--- src/hdl/pcp_defines.vh ---
// Register map, field positions and constants of the capture and PWM counter unit.
`ifndef PCP_DEFINES_VH
`define PCP_DEFINES_VH
`define PCP_ADR_CTRL_A 8'h00
`define PCP_ADR_CTRL_B 8'h04
`define PCP_ADR_CNT_L 8'h08
`define PCP_ADR_CNT_H 8'h0c
`define PCP_ADR_CMPA_L 8'h10
`define PCP_ADR_CMPA_H 8'h14
`define PCP_ADR_CMPB_L 8'h18
`define PCP_ADR_CMPB_H 8'h1c
`define PCP_ADR_CAP_L 8'h20
`define PCP_ADR_CAP_H 8'h24
`define PCP_ADR_IRQ_STAT 8'h28
`define PCP_ADR_IRQ_MASK 8'h2c
`define PCP_ACT_A_HI 7
`define PCP_ACT_A_LO 6
`define PCP_ACT_B_HI 5
`define PCP_ACT_B_LO 4
`define PCP_EDGE_BIT 6
`define PCP_CS_HI 2
`define PCP_CS_LO 0
`define PCP_GIE_BIT 7
`define PCP_IRQ_OVF 0
`define PCP_IRQ_CMPA 1
`define PCP_IRQ_CMPB 2
`define PCP_IRQ_CAP 3
`define PCP_CS_STOP 3'h0
`define PCP_CS_DIV1 3'h1
`define PCP_CS_DIV8 3'h2
`define PCP_CS_DIV64 3'h3
`define PCP_CS_DIV256 3'h4
`define PCP_CS_DIV1024 3'h5
`define PCP_CS_EXT_FALL 3'h6
`define PCP_CS_EXT_RISE 3'h7
`define PCP_MODE_OFF 2'h0
`define PCP_MODE_8 2'h1
`define PCP_MODE_9 2'h2
`define PCP_TOP_8 10'h0ff
`define PCP_TOP_9 10'h1ff
`define PCP_TOP_10 10'h3ff
`define PCP_PRE_7 10'h007
`define PCP_PRE_63 10'h03f
`define PCP_PRE_255 10'h0ff
`define PCP_PRE_1023 10'h3ff
`define PCP_CNT_MAX 16'hffff
`define PCP_ZERO16 16'h0000
`define PCP_ZERO10 10'h000
`endif

--- src/hdl/pcp_timer.v ---
// Sixteen-bit counter with pin capture and dual phase-correct PWM behind a Wishbone slave.
//
// Contract
// Selected capture edge copies counter into capture register and sets capture flag.
// Capture low read returns low byte and loads high byte into staging latch.
// One shared staging latch serves counter, both compares and capture.
// PWM mode gives two glitch-free phase-correct channels of 8, 9 or 10 bits.
// PWM counter counts up from zero to top, then down to zero, repeating.
// Top is 255, 511 or 1023 for 8, 9 or 10 bit resolution.
// Match when counter equals ten low compare bits; pin set or cleared by action.
// Action 0x unconnected; 10 clear up set down; 11 the opposite.
// PWM compare writes go to a buffer loaded into active value at top.
// Compare reads return the buffered, most recently written value.
// Compare zero or top settles output at next match per action table.
// Compare at top: undivided clock gives no pulse; divided gives one-period pulse.
// In PWM mode overflow flag sets when counter advances away from zero.
// Flags request interrupt when flag, own enable and global enable are set.
// Edge select zero captures falling edge; one captures rising edge.
// Clock select: stop, clock, divided by 8/64/256/1024, count pin falling/rising.
// Compare high byte is staged; low byte write updates all sixteen bits.
// PWM mode is an input; otherwise count up and compare writes act at once.
//
// Implementation choices: the register offsets and the Wishbone interface to the registers.
`include "pcp_defines.vh"
`timescale 1ns/1ps
`default_nettype none

module pcp_timer (
    // Clock and reset.
    input wire clk_i,
    input wire rst_i,
    // Wishbone slave.
    input wire wb_cyc_i,
    input wire wb_stb_i,
    input wire wb_we_i,
    input wire [7:0] wb_adr_i,
    input wire [31:0] wb_dat_i,
    input wire [3:0] wb_sel_i,
    output reg [31:0] wb_dat_o,
    output wire wb_ack_o,
    // Configuration.
    input wire [1:0] pwm_mode_i,
    // Pins.
    input wire capture_pin_i,
    input wire count_pin_i,
    output wire pwm_out_a_o,
    output wire pwm_out_b_o,
    output wire pwm_conn_a_o,
    output wire pwm_conn_b_o,
    // Interrupt.
    output wire irq_o
);

    // ****************************************
    // Functions
    // ****************************************

    // Three-stage pin filter: the stable level follows once stages two and three agree.
    function filt;
        input s2;
        input s3;
        input cur;
        begin
            filt = (s2 == s3) ? s3 : cur;
        end
    endfunction

    // One PWM channel on arrival of the counter: returns {pending, output}.
    function [1:0] ch_step;
        input o;
        input p;
        input inv;
        input up;
        input undiv;
        input [9:0] c;
        input [9:0] v;
        input [9:0] top;
        begin
            if (c != v) begin
                ch_step = {p, o};
            end else if (v == top) begin
                if (undiv) begin
                    ch_step = {1'b0, ~inv};
                end else begin
                    ch_step = {~p, p ? inv : ~inv};
                end
            end else if (v == `PCP_ZERO10) begin
                ch_step = {p, inv};
            end else begin
                ch_step = {p, up ? inv : ~inv};
            end
        end
    endfunction

    // ****************************************
    // State
    // ****************************************

    reg ack_ff;
    reg [7:0] ctrl_a_ff;
    reg [7:0] ctrl_b_ff;
    reg [7:0] temp_ff;
    reg [15:0] cnt_ff;
    reg dir_dn_ff;
    reg [15:0] cmpa_buf_ff;
    reg [15:0] cmpb_buf_ff;
    reg [15:0] cmpa_ff;
    reg [15:0] cmpb_ff;
    reg [15:0] cap_ff;
    reg [3:0] stat_ff;
    reg [7:0] mask_ff;
    reg [9:0] pre_ff;
    reg [2:0] cpin_ff;
    reg cpin_lvl_ff;
    reg [2:0] tpin_ff;
    reg tpin_lvl_ff;
    reg out_a_ff;
    reg out_b_ff;
    reg pend_a_ff;
    reg pend_b_ff;

    wire acc = wb_cyc_i & wb_stb_i & ~ack_ff;
    wire wr = acc & wb_we_i & wb_sel_i[0];
    wire rd = acc & ~wb_we_i;
    wire [7:0] wd = wb_dat_i[7:0];
    wire pwm = (pwm_mode_i != `PCP_MODE_OFF);
    wire [2:0] cs = ctrl_b_ff[`PCP_CS_HI:`PCP_CS_LO];
    wire [1:0] act_a = ctrl_a_ff[`PCP_ACT_A_HI:`PCP_ACT_A_LO];
    wire [1:0] act_b = ctrl_a_ff[`PCP_ACT_B_HI:`PCP_ACT_B_LO];

    // ****************************************
    // Prescaler and clock select
    // ****************************************

    wire cpin_nxt = filt(cpin_ff[1], cpin_ff[2], cpin_lvl_ff);
    wire tpin_nxt = filt(tpin_ff[1], tpin_ff[2], tpin_lvl_ff);
    reg tick;

    always @* begin
        case (cs)
            `PCP_CS_DIV1: tick = 1'b1;
            `PCP_CS_DIV8: tick = (pre_ff[2:0] == `PCP_PRE_7);
            `PCP_CS_DIV64: tick = (pre_ff[5:0] == `PCP_PRE_63);
            `PCP_CS_DIV256: tick = (pre_ff[7:0] == `PCP_PRE_255);
            `PCP_CS_DIV1024: tick = (pre_ff == `PCP_PRE_1023);
            `PCP_CS_EXT_FALL: tick = tpin_lvl_ff & ~tpin_nxt;
            `PCP_CS_EXT_RISE: tick = ~tpin_lvl_ff & tpin_nxt;
            default: tick = 1'b0;
        endcase
    end

    // ****************************************
    // Counter next value
    // ****************************************

    reg [9:0] top;
    reg [15:0] nxt_cnt;
    reg nxt_dir_dn;
    reg cnt_wr;

    always @* begin
        case (pwm_mode_i)
            `PCP_MODE_8: top = `PCP_TOP_8;
            `PCP_MODE_9: top = `PCP_TOP_9;
            default: top = `PCP_TOP_10;
        endcase
    end

    always @* begin
        nxt_cnt = cnt_ff;
        nxt_dir_dn = dir_dn_ff;
        if (!pwm) begin
            nxt_cnt = cnt_ff + 16'h0001;
            nxt_dir_dn = 1'b0;
        end else if (!dir_dn_ff) begin
            if (cnt_ff[9:0] >= top) begin
                nxt_cnt = cnt_ff - 16'h0001;
                nxt_dir_dn = 1'b1;
            end else begin
                nxt_cnt = cnt_ff + 16'h0001;
            end
        end else begin
            if (cnt_ff == `PCP_ZERO16) begin
                nxt_cnt = cnt_ff + 16'h0001;
                nxt_dir_dn = 1'b0;
            end else begin
                nxt_cnt = cnt_ff - 16'h0001;
            end
        end
    end

    wire adv = tick & ~cnt_wr;
    // The direction is that of the step onto the new count, so a turn at top or zero counts right.
    wire up_mv = ~nxt_dir_dn;
    wire at_top = pwm & adv & ~nxt_dir_dn & (nxt_cnt[9:0] == top);
    wire ovf = adv & (pwm ? (cnt_ff == `PCP_ZERO16) : (cnt_ff == `PCP_CNT_MAX));
    wire hit_a = adv & (pwm ? (nxt_cnt[9:0] == cmpa_ff[9:0]) : (nxt_cnt == cmpa_ff));
    wire hit_b = adv & (pwm ? (nxt_cnt[9:0] == cmpb_ff[9:0]) : (nxt_cnt == cmpb_ff));
    wire undiv = (cs == `PCP_CS_DIV1);
    wire [1:0] st_a = ch_step(out_a_ff, pend_a_ff, act_a[0], up_mv, undiv,
                              nxt_cnt[9:0], cmpa_ff[9:0], top);
    wire [1:0] st_b = ch_step(out_b_ff, pend_b_ff, act_b[0], up_mv, undiv,
                              nxt_cnt[9:0], cmpb_ff[9:0], top);
    wire cap_ev = ctrl_b_ff[`PCP_EDGE_BIT] ? (~cpin_lvl_ff & cpin_nxt)
                                           : (cpin_lvl_ff & ~cpin_nxt);

    // ****************************************
    // Read data multiplexer
    // ****************************************

    reg [7:0] rdat;

    always @* begin
        if (wb_adr_i == `PCP_ADR_CTRL_A) begin
            rdat = ctrl_a_ff;
        end else if (wb_adr_i == `PCP_ADR_CTRL_B) begin
            rdat = ctrl_b_ff;
        end else if (wb_adr_i == `PCP_ADR_CNT_L) begin
            rdat = cnt_ff[7:0];
        end else if (wb_adr_i == `PCP_ADR_CMPA_L) begin
            rdat = cmpa_buf_ff[7:0];
        end else if (wb_adr_i == `PCP_ADR_CMPB_L) begin
            rdat = cmpb_buf_ff[7:0];
        end else if (wb_adr_i == `PCP_ADR_CAP_L) begin
            rdat = cap_ff[7:0];
        end else if ((wb_adr_i == `PCP_ADR_CNT_H) || (wb_adr_i == `PCP_ADR_CMPA_H) ||
                     (wb_adr_i == `PCP_ADR_CMPB_H) || (wb_adr_i == `PCP_ADR_CAP_H)) begin
            rdat = temp_ff;
        end else if (wb_adr_i == `PCP_ADR_IRQ_STAT) begin
            rdat = {4'h0, stat_ff};
        end else if (wb_adr_i == `PCP_ADR_IRQ_MASK) begin
            rdat = mask_ff;
        end else begin
            rdat = 8'h00;
        end
    end

    // ****************************************
    // Bus side registers
    // ****************************************

    always @(posedge clk_i) begin
        if (rst_i) begin
            ack_ff <= 1'b0;
            wb_dat_o <= 32'h00000000;
            ctrl_a_ff <= 8'h00;
            ctrl_b_ff <= 8'h00;
            temp_ff <= 8'h00;
            mask_ff <= 8'h00;
        end else begin
            ack_ff <= acc;
            if (rd) begin
                wb_dat_o <= {24'h000000, rdat};
            end
            if (rd && wb_adr_i == `PCP_ADR_CNT_L) begin
                temp_ff <= cnt_ff[15:8];
            end else if (rd && wb_adr_i == `PCP_ADR_CMPA_L) begin
                temp_ff <= cmpa_buf_ff[15:8];
            end else if (rd && wb_adr_i == `PCP_ADR_CMPB_L) begin
                temp_ff <= cmpb_buf_ff[15:8];
            end else if (rd && wb_adr_i == `PCP_ADR_CAP_L) begin
                temp_ff <= cap_ff[15:8];
            end else if (wr && ((wb_adr_i == `PCP_ADR_CNT_H) ||
                                (wb_adr_i == `PCP_ADR_CMPA_H) ||
                                (wb_adr_i == `PCP_ADR_CMPB_H))) begin
                temp_ff <= wd;
            end
            if (wr && wb_adr_i == `PCP_ADR_CTRL_A) begin
                ctrl_a_ff <= wd;
            end
            if (wr && wb_adr_i == `PCP_ADR_CTRL_B) begin
                ctrl_b_ff <= wd;
            end
            if (wr && wb_adr_i == `PCP_ADR_IRQ_MASK) begin
                mask_ff <= wd;
            end
        end
    end

    always @* begin
        cnt_wr = wr && (wb_adr_i == `PCP_ADR_CNT_L);
    end

    // ****************************************
    // Counter, compare and capture
    // ****************************************

    // A counter write wins over a count edge in the same cycle.
    always @(posedge clk_i) begin
        if (rst_i) begin
            cnt_ff <= `PCP_ZERO16;
            dir_dn_ff <= 1'b0;
            cmpa_buf_ff <= `PCP_ZERO16;
            cmpb_buf_ff <= `PCP_ZERO16;
            cmpa_ff <= `PCP_ZERO16;
            cmpb_ff <= `PCP_ZERO16;
            cap_ff <= `PCP_ZERO16;
            pre_ff <= `PCP_ZERO10;
        end else begin
            pre_ff <= pre_ff + 10'h001;
            if (cnt_wr) begin
                cnt_ff <= {temp_ff, wd};
            end else if (tick) begin
                cnt_ff <= nxt_cnt;
                dir_dn_ff <= nxt_dir_dn;
            end
            if (!pwm) begin
                dir_dn_ff <= 1'b0;
            end
            if (wr && wb_adr_i == `PCP_ADR_CMPA_L) begin
                cmpa_buf_ff <= {temp_ff, wd};
                if (!pwm) begin
                    cmpa_ff <= {temp_ff, wd};
                end else begin
                    cmpa_ff[15:10] <= temp_ff[7:2];
                end
            end else if (at_top) begin
                cmpa_ff[9:0] <= cmpa_buf_ff[9:0];
            end
            if (wr && wb_adr_i == `PCP_ADR_CMPB_L) begin
                cmpb_buf_ff <= {temp_ff, wd};
                if (!pwm) begin
                    cmpb_ff <= {temp_ff, wd};
                end else begin
                    cmpb_ff[15:10] <= temp_ff[7:2];
                end
            end else if (at_top) begin
                cmpb_ff[9:0] <= cmpb_buf_ff[9:0];
            end
            if (cap_ev) begin
                cap_ff <= cnt_ff;
            end
        end
    end

    // ****************************************
    // Pin filters and PWM outputs
    // ****************************************

    always @(posedge clk_i) begin
        if (rst_i) begin
            cpin_ff <= 3'h0;
            cpin_lvl_ff <= 1'b0;
            tpin_ff <= 3'h0;
            tpin_lvl_ff <= 1'b0;
            out_a_ff <= 1'b0;
            out_b_ff <= 1'b0;
            pend_a_ff <= 1'b0;
            pend_b_ff <= 1'b0;
        end else begin
            cpin_ff <= {cpin_ff[1:0], capture_pin_i};
            cpin_lvl_ff <= cpin_nxt;
            tpin_ff <= {tpin_ff[1:0], count_pin_i};
            tpin_lvl_ff <= tpin_nxt;
            if (pwm && adv) begin
                {pend_a_ff, out_a_ff} <= st_a;
                {pend_b_ff, out_b_ff} <= st_b;
            end
        end
    end

    assign pwm_conn_a_o = pwm & act_a[1];
    assign pwm_conn_b_o = pwm & act_b[1];
    assign pwm_out_a_o = pwm_conn_a_o & out_a_ff;
    assign pwm_out_b_o = pwm_conn_b_o & out_b_ff;

    // ****************************************
    // Interrupt status
    // ****************************************

    // A hardware set in the same cycle as a write-one clear keeps the flag set.
    wire [3:0] ev = {cap_ev, hit_b, hit_a, ovf};
    wire [3:0] clr = (wr && wb_adr_i == `PCP_ADR_IRQ_STAT) ? wd[3:0] : 4'h0;

    always @(posedge clk_i) begin
        if (rst_i) begin
            stat_ff <= 4'h0;
        end else begin
            stat_ff <= (stat_ff & ~clr) | ev;
        end
    end

    assign irq_o = mask_ff[`PCP_GIE_BIT] & |(stat_ff & mask_ff[3:0]);
    assign wb_ack_o = ack_ff;

endmodule // pcp_timer

`default_nettype wire

--- config.mk ---
export PLATFORM = sky130hd
export DESIGN_NAME = pcp_timer
export DESIGN_NICKNAME = d
export VERILOG_FILES = /design/src/hdl/pcp_timer.v
export VERILOG_INCLUDE_DIRS = /design/src /design/src/hdl
export SDC_FILE = /design/constraint.sdc
export NUM_CORES = 1
export LEC_CHECK = 0
export BUFFER_PORTS_ARGS = -buffer_cell sky130_fd_sc_hd__buf_2
export CAP_MARGIN = 20
export CORE_UTILIZATION = 30
export DETAILED_ROUTE_END_ITERATION = 10
export PLACE_DENSITY = 0.5
export SLEW_MARGIN = 20
export SYNTH_ARGS = -nofsm -noshare
export SYNTH_HDL_FRONTEND = slang
export SYNTH_SLANG_ARGS = --single-unit
--- constraint.sdc ---
create_clock -name clk_i -period 4 [get_ports clk_i]
set_input_delay 0.4 -clock clk_i [delete_from_list [all_inputs] [get_ports clk_i]]
set_output_delay 0.4 -clock clk_i [all_outputs]
set_load 0.02 [all_outputs]
### After elaboration in Yosys (flattened, before gate mapping)

Index checks and enable logic that the tools add are counted.

| storage, ports and cells | value |
|---|---|
| flip-flop bits (word level) | 164 |
| bits in latches | 0 |
| RAM bits | 0 |
| ROM bits | 0 |
| bits of input ports | 53 |
| output and inout bits | 38 |
| word-level logic and storage cells | 189 |
| memories kept | 0 |

| cells by class | value |
|---|---|
| add/subtract/negate cells | 3 |
| $mul | 0 |
| divide/modulo/power cells | 0 |
| magnitude comparators | 1 |
| eq/ne operators | 38 |
| shifts and indexed selects | 0 |
| multiplexer cells | 48 |
| bitwise operators | 40 |
| reductions and logical operators | 34 |

Operator list:

| cell | number |
|---|---|
| 8-bit 2-to-1 mux | 14 |
| 16-bit 2-to-1 mux | 6 |
| 10-bit equality test | 5 |
| 10-bit 2-to-1 mux | 5 |
| 16-bit equality test | 2 |
| 8-bit by 5-bit equality test with 1-bit output, second input constant | 4 |
| 8-bit by 6-bit equality test with 1-bit output, second input constant | 4 |
| 1-bit AND | 21 |
| 10-bit zero test | 2 |
| 10-bit inequality test | 2 |
| 10-bit case mux with 2 select lines | 1 |
| 16-bit by 1-bit adder with 16-bit output, second input constant | 1 |
| 16-bit equality test, second input constant | 1 |
| 8-bit by 4-bit equality test with 1-bit output, second input constant | 2 |
| 16-bit zero test | 1 |
| 1-bit 2-to-1 mux | 16 |
| 16-bit by 1-bit subtractor with 16-bit output, second input constant | 1 |
| 3-bit equality test, second input constant | 5 |
| 1-bit NOT | 15 |
| 1-bit logical AND | 13 |
| 10-bit by 1-bit adder with 10-bit output, second input constant | 1 |
| 10-bit equality test, second input constant | 1 |
| 10-bit >= comparator | 1 |
| 2-bit AND reduction | 5 |
| other kinds (22) | 35 |

### Longest topological paths before layout

| depth | value |
|---|---|
| depth in word-level cells | 12 |
| mapped depth | 14 |
| depth with buffers taken out | 11 |

### Worst setup path after synthesis

No wires, ideal clock.

| timing | value |
|---|---|
| path kind | input-to-reg |
| start | input pwm_mode_i[0] |
| end | register stat_ff[2] |
| setup time | 0.101 ns |
| arrival time | 2.980 ns |
| required time | 3.899 ns |
| setup slack | 0.919 ns |
| stages | 12 |
| path buffers | 1 |
| cell sequence | inv_1 > ha_1 > ha_1 > a211oi_1 > o31ai_4 > nand2_2 > buf_6 > mux2i_1 > xor2_1 > a2111oi_2 > a41oi_1 > o41ai_1 |

| on the way | value |
|---|---|
| word-level cells in the longest chain between the ends | 10 |
| elaborated cells between the ends (all ways) | 13 |
| those cells by class | 1 x order compare; 4 x eq/ne; 5 x mux; 2 x bitwise; 1 x reduce/logical |

RTL lines:

| item | RTL line | source |
|---|---|---|
| start: declaration | pcp_timer.v:42 | `input wire [1:0] pwm_mode_i,` |
| 2-bit equality test or 2-bit by 1-bit equality test with 1-bit output (tied branches) | pcp_timer.v:162 | `case (pwm_mode_i)` |
| 10-bit case mux with 2 select lines | pcp_timer.v:162 |  |
| 10-bit >= comparator | pcp_timer.v:176 | `if (cnt_ff[9:0] >= top) begin` |
| 16-bit 2-to-1 mux | pcp_timer.v:176 |  |
| 16-bit 2-to-1 mux | pcp_timer.v:175 | `end else if (!dir_dn_ff) begin` |
| 16-bit 2-to-1 mux | pcp_timer.v:172 | `if (!pwm) begin` |
| 16-bit equality test or 10-bit equality test (tied branches) | pcp_timer.v:198 | `wire hit_b = adv & (pwm ? (nxt_cnt[9:0] == cmpb_ff[9:0]) : (nxt_cnt == cmpb_ff));` |
| 1-bit 2-to-1 mux * | pcp_timer.v:198 |  |
| 1-bit AND * | pcp_timer.v:198 |  |
| 4-bit OR * | pcp_timer.v:379 | `stat_ff <= (stat_ff & ~clr) \| ev;` |
| end signal: assignment | pcp_timer.v:379 |  |
| end: declaration | pcp_timer.v:110 | `reg [3:0] stat_ff;` |

Every way passes the cells marked *; elsewhere a longest branch is shown, timed or not.
A chain may end at the register's enable or synchronous reset.

### Worst setup path after layout

| timing | value |
|---|---|
| start | register cnt_ff[0] |
| end | register pend_b_ff |

| on the way | value |
|---|---|
| word-level cells in the longest chain between the ends | 7 |
| elaborated cells between the ends (all ways) | 11 |
| those cells by class | 2 x add/sub; 1 x order compare; 1 x eq/ne; 4 x mux; 1 x bitwise; 2 x reduce/logical |

RTL lines:

| item | RTL line | source |
|---|---|---|
| start: declaration | pcp_timer.v:103 | `reg [15:0] cnt_ff;` |
| start signal: assignment | pcp_timer.v:291 | `` cnt_ff <= `PCP_ZERO16; `` |
| start signal: assignment | pcp_timer.v:302 | `cnt_ff <= {temp_ff, wd};` |
| start signal: assignment | pcp_timer.v:304 | `cnt_ff <= nxt_cnt;` |
| 16-bit by 1-bit adder with 16-bit output, or another cell as far along | pcp_timer.v:173, pcp_timer.v:180, pcp_timer.v:184 |  |
| 16-bit 2-to-1 mux (on tied branches) | pcp_timer.v:176, pcp_timer.v:183 |  |
| 16-bit 2-to-1 mux | pcp_timer.v:175 |  |
| 16-bit 2-to-1 mux * | pcp_timer.v:172 |  |
| 10-bit inequality test * | pcp_timer.v:79 | `if (c != v) begin` |
| 1-bit NOT (no source line) * | - |  |
| 3-bit AND reduction (no source line) * | - |  |
| end signal: assignment | pcp_timer.v:357 | `{pend_b_ff, out_b_ff} <= st_b;` |
| end: declaration | pcp_timer.v:120 | `reg pend_b_ff;` |

Marks and branches as above.

==> qor.log <==
[floorplanning] starting density of the core 0.306
[cts] Resized Gates After CTS 0
[cts] clock sinks 152
[floorplanning] horizontal die dimension 182 µm
[synthesis] #FFs+latches synth 152
[floorplanning] die outline area 33000 µm²
[route] DRC marker count from the first detailed-route iteration 855
[synthesis] number of warnings reported in the yosys synthesis log 0
[synthesis] mean instance size in the synthesized netlist 8.00 µm²
[sta] Worst Tran Pin Value 1.00 ns
[final_layout] layout cells sized above 1 0.135
[place] worst slack after detailed placement 0.202 ns
[synthesis] area fraction of the dominant cell type after synthesis 0.314
[sta] final worst path period need 3.61 ns
[critical_path] startpoint of the worst setup timing path cnt_ff[0]
[final_layout] antenna fix cells 0
[critical_path] launching element type of the critical path flip-flop
[cts] root cell of the clock tree clkbuf_16
[floorplanning] vertical die dimension 182 µm
[grt] pin count of the biggest net entering global routing 77
[status] outcome completed
[place] Port Buf Inserts 39
[synthesis] post-synthesis instance area 9690 µm²
[grt] first-pass GRT wire length 51400 µm
[synthesis] Seq/Total Area, Yosys 0.314
[sta] portion of the clock cycle consumed by the worst path in the final layout 0.902
[synthesis] Most used DFF post-synth dfxtp_1
[critical_path] setup slack of the worst register-to-register path 0.39 ns
[route] vias per cell 5.57
[route] DR pass1 iterations 5
[critical_path] reg-to-reg endpoint pend_b_ff
[grt] GRT Residual Overflow 0
[synthesis] dominant cells by area after synthesis dfxtp_1 31%, mux2i_1 5.7%, nor2_1 5.3%
[critical_path] maximum cell stage delay along the critical path 0.67 ns
[min_path] source of the worst hold timing path count_pin_i
[cts] Bufs on Longest Clock Path 2
[place] Final HPWL DP 24600 µm
[min_path] HP Class in -> reg
[grt] number of global-route vias before repair 8462
[critical_path] Critical Path, Cell by Cell inv_1 > ha_1 > nor4b_2 > a41oi_1 > and2_1 > buf_4 > xnor2_1 > o22a_1 > nand4b_1 > or4b_1 > a21oi_1
[place] final estimated routing congestion in global placement 0.914
[synthesis] number of cells produced by synthesis 1212
[final_layout] nets 1286
[sta] RSZ-0062 raised after global routing false
[power_and_ir_drop] largest voltage drop on the vdd net 0.000282 V
[synthesis] most area-hungry cell type in the Yosys netlist dfxtp_1
[cts] cts bufs inserted 17
[sta] setup slack after layout 0.391 ns
[route] Top Metal Used met4
[min_path] number of cells traversed by the worst hold path 2
[sta] setup tns final 0 ns
[route] detailed-route wire length per cell 20.6 µm
[cts] hold bufs inserted after CTS 0
[critical_path] path type of the worst setup path reg -> reg
[sta] setup violation total in the final timing report 0
[route] antenna-violating nets left 0
[min_path] endpoint with the worst hold slack tpin_ff[0]
[power_and_ir_drop] leakage dissipation 4.07 nW
[sta] Clock Skews 0.0101 ns
[power_and_ir_drop] power density cells 308 nW/µm²
[route] routed length on met2 15600 µm
[synthesis] fraction of registers with async set or reset after synthesis 0
[cts] clock latency reported for the late side of the worst-skew pair 0.44 ns
[route] total via count in the routed design 9129
[synthesis] number of distinct library cells after synthesis 85
[critical_path] source of the worst register-to-register timing path cnt_ff[0]
[route] Post-Route M1 WL 15600 µm
[route] # DRC 0
[sta] final-report max-slew violation count 0
[cts] clock-pin transition on the worst setup and hold timing paths 0.06 ns
[cts] post-CTS repair timing setup buffer count 0
[route] total wire length after detailed routing 33700 µm
[floorplanning] top-level I/O count 91
[critical_path] top fanout value on the critical path 14
[grt] total global-route track usage 0.205
[final_layout] Final Non-Filler Cells 1640
[cts] CTS tree done
[critical_path] R2R cell count 11
[power_and_ir_drop] total chip power 3.35 mW
[floorplanning] standard-cell rows 65
[cts] number of H-tree levels 4
[critical_path] arrival time at the worst endpoint 3.98 ns
[floorplanning] placeable core region 31600 µm²
[grt] antenna violations before repair 0
[critical_path] required time worst endpoint 4.37 ns
[final_layout] area growth from synthesis to layout 12.3%
[run] Max Cap Violations 0
[sta] fmax 277 MHz
[critical_path] cell with the largest stage delay on the worst path and2_1
[sta] Slew headroom 0.327
[place] cell total after placement 1608
[critical_path] category of the worst setup path capture point flip-flop
[route] Detail Route met3 WL 1830 µm
[synthesis] number of enable-type register cells in the synthesized netlist 0
[sta] final hold viol count 0
==> cell families (layout without fill, tap and decap cells) <==
family / count (synthesis) / count (layout) / share of synthesized area
multiplexers: 80 / 80 / 0.0865
AND/OR/NAND/NOR: 482 / 482 / 0.253
AO/OA/AOI/OAI: 283 / 283 / 0.203
other: 1 / 24 / 0.000387
adder cells (fa/ha/maj): 9 / 9 / 0.0114
flip-flops: 152 / 152 / 0.314
XOR/XNOR: 70 / 70 / 0.0647
buffers and inverters: 135 / 138 / 0.0669
==> metrics by stage <==
step / hold slack (ns) / instance area, µm² / util
2_1_floorplan: 0.414 / 9780 / -
3_3_place_gp: 0.422 / 10300 / 0.325
3_5_place_dp: 0.431 / 10300 / 0.325
4_1_cts: 0.164 / 10900 / 0.344
5_1_grt: 0.169 / 10900 / 0.344
6_report: 0.175 / 10900 / 0.344
==> where the power goes <==
| part | switching (mW) | internal (mW) | leakage [nW] | total, mW |
|---|---|---|---|---|
| Sequential | 0.00639 | 1.52 | 1.23 | 1.53 |
| Clock | 0.661 | 1.01 | 0.285 | 1.67 |
| Combinational | 0.110 | 0.0395 | 2.56 | 0.150 |
==> sequential cells by signal (all words and copies together) (netlist names), 3 cells and up <==
register / count
cpin_ff: 3
cnt_ff: 16
wb_dat_o: 8
temp_ff: 8
ctrl_b_ff: 8
cap_ff: 16
cmpa_buf_ff: 16
tpin_ff: 3
stat_ff: 4
cmpb_buf_ff: 16
pre_ff: 10
cmpa_ff: 10
cmpb_ff: 10
mask_ff: 8
ctrl_a_ff: 8
==> area by class of cell <==
type / instances / area (µm²)
clock buffer: 21 / 460
clock inverter: 11 / 148
fill: 3336 / 20800
inverter: 21 / 78.8
multi-input combinational: 948 / 6110
sequential: 152 / 3040
tap: 402 / 503
timing repair buffer: 85 / 543
==> worst max path at each step <==
stage,to,slack (ns),cells after the start
CTS,pend_b_ff,0.45,11
global placement,stat_ff[1],0.29,13
global route,pend_b_ff,0.20,11
detailed placement,stat_ff[1],0.20,13
floorplan,stat_ff[2],0.92,12
finish,pend_b_ff,0.39,11
==> critical path, delay by kind of cell (launching register included) <==
kind	cells	cell delay, ns
DFF	1	0.48
AOI/OAI and AO/OA	3	0.67
xor gates and xnor gates	1	0.15
adders and majority gates	1	0.29
and+or+nand+nor	4	1.54
buffers and inverters	2	0.40
==> layout by cell type, fill, tap and decap left out, drive strengths merged, types with 15 or more instances in the layout <==
| cell type | netlist | final |
|---|---|---|
| clkbuf | 57 | 21 |
| a21oi | 76 | 76 |
| and2 | 15 | 15 |
| nand3 | 38 | 38 |
| xor2 | 24 | 24 |
| xnor2 | 45 | 45 |
| a211oi | 30 | 30 |
| a31oi | 18 | 18 |
| nor2b | 32 | 32 |
| mux2 | 24 | 24 |
| o21ai | 44 | 44 |
| nor2 | 138 | 138 |
| mux2i | 56 | 56 |
| dfxtp | 152 | 152 |
| nand2 | 127 | 127 |
| inv | 21 | 21 |
| buf | 57 | 85 |
| nor3 | 21 | 21 |
| nor4 | 17 | 17 |
| conb | 1 | 24 |
==> routing by layer <==
metal	track usage	vias to the layer above
met5	0	-
met4	0.0586	0
met3	0.0309	44
met2	0.331	284
met1	0.282	4445
li1	-	4356
==> cell usage after synthesis, drive strengths merged, types with 21 or more instances <==
cell type and number:
xnor2 45, o21ai 44, mux2 24, xor2 24, nor3 21, nor2 138
a211oi 30, dfxtp 152, a21oi 76, nand3 38, buf 57, mux2i 56
nor2b 32, clkbuf 57, inv 21, nand2 127
No activity file was read; power rests on OpenSTA's default activity.
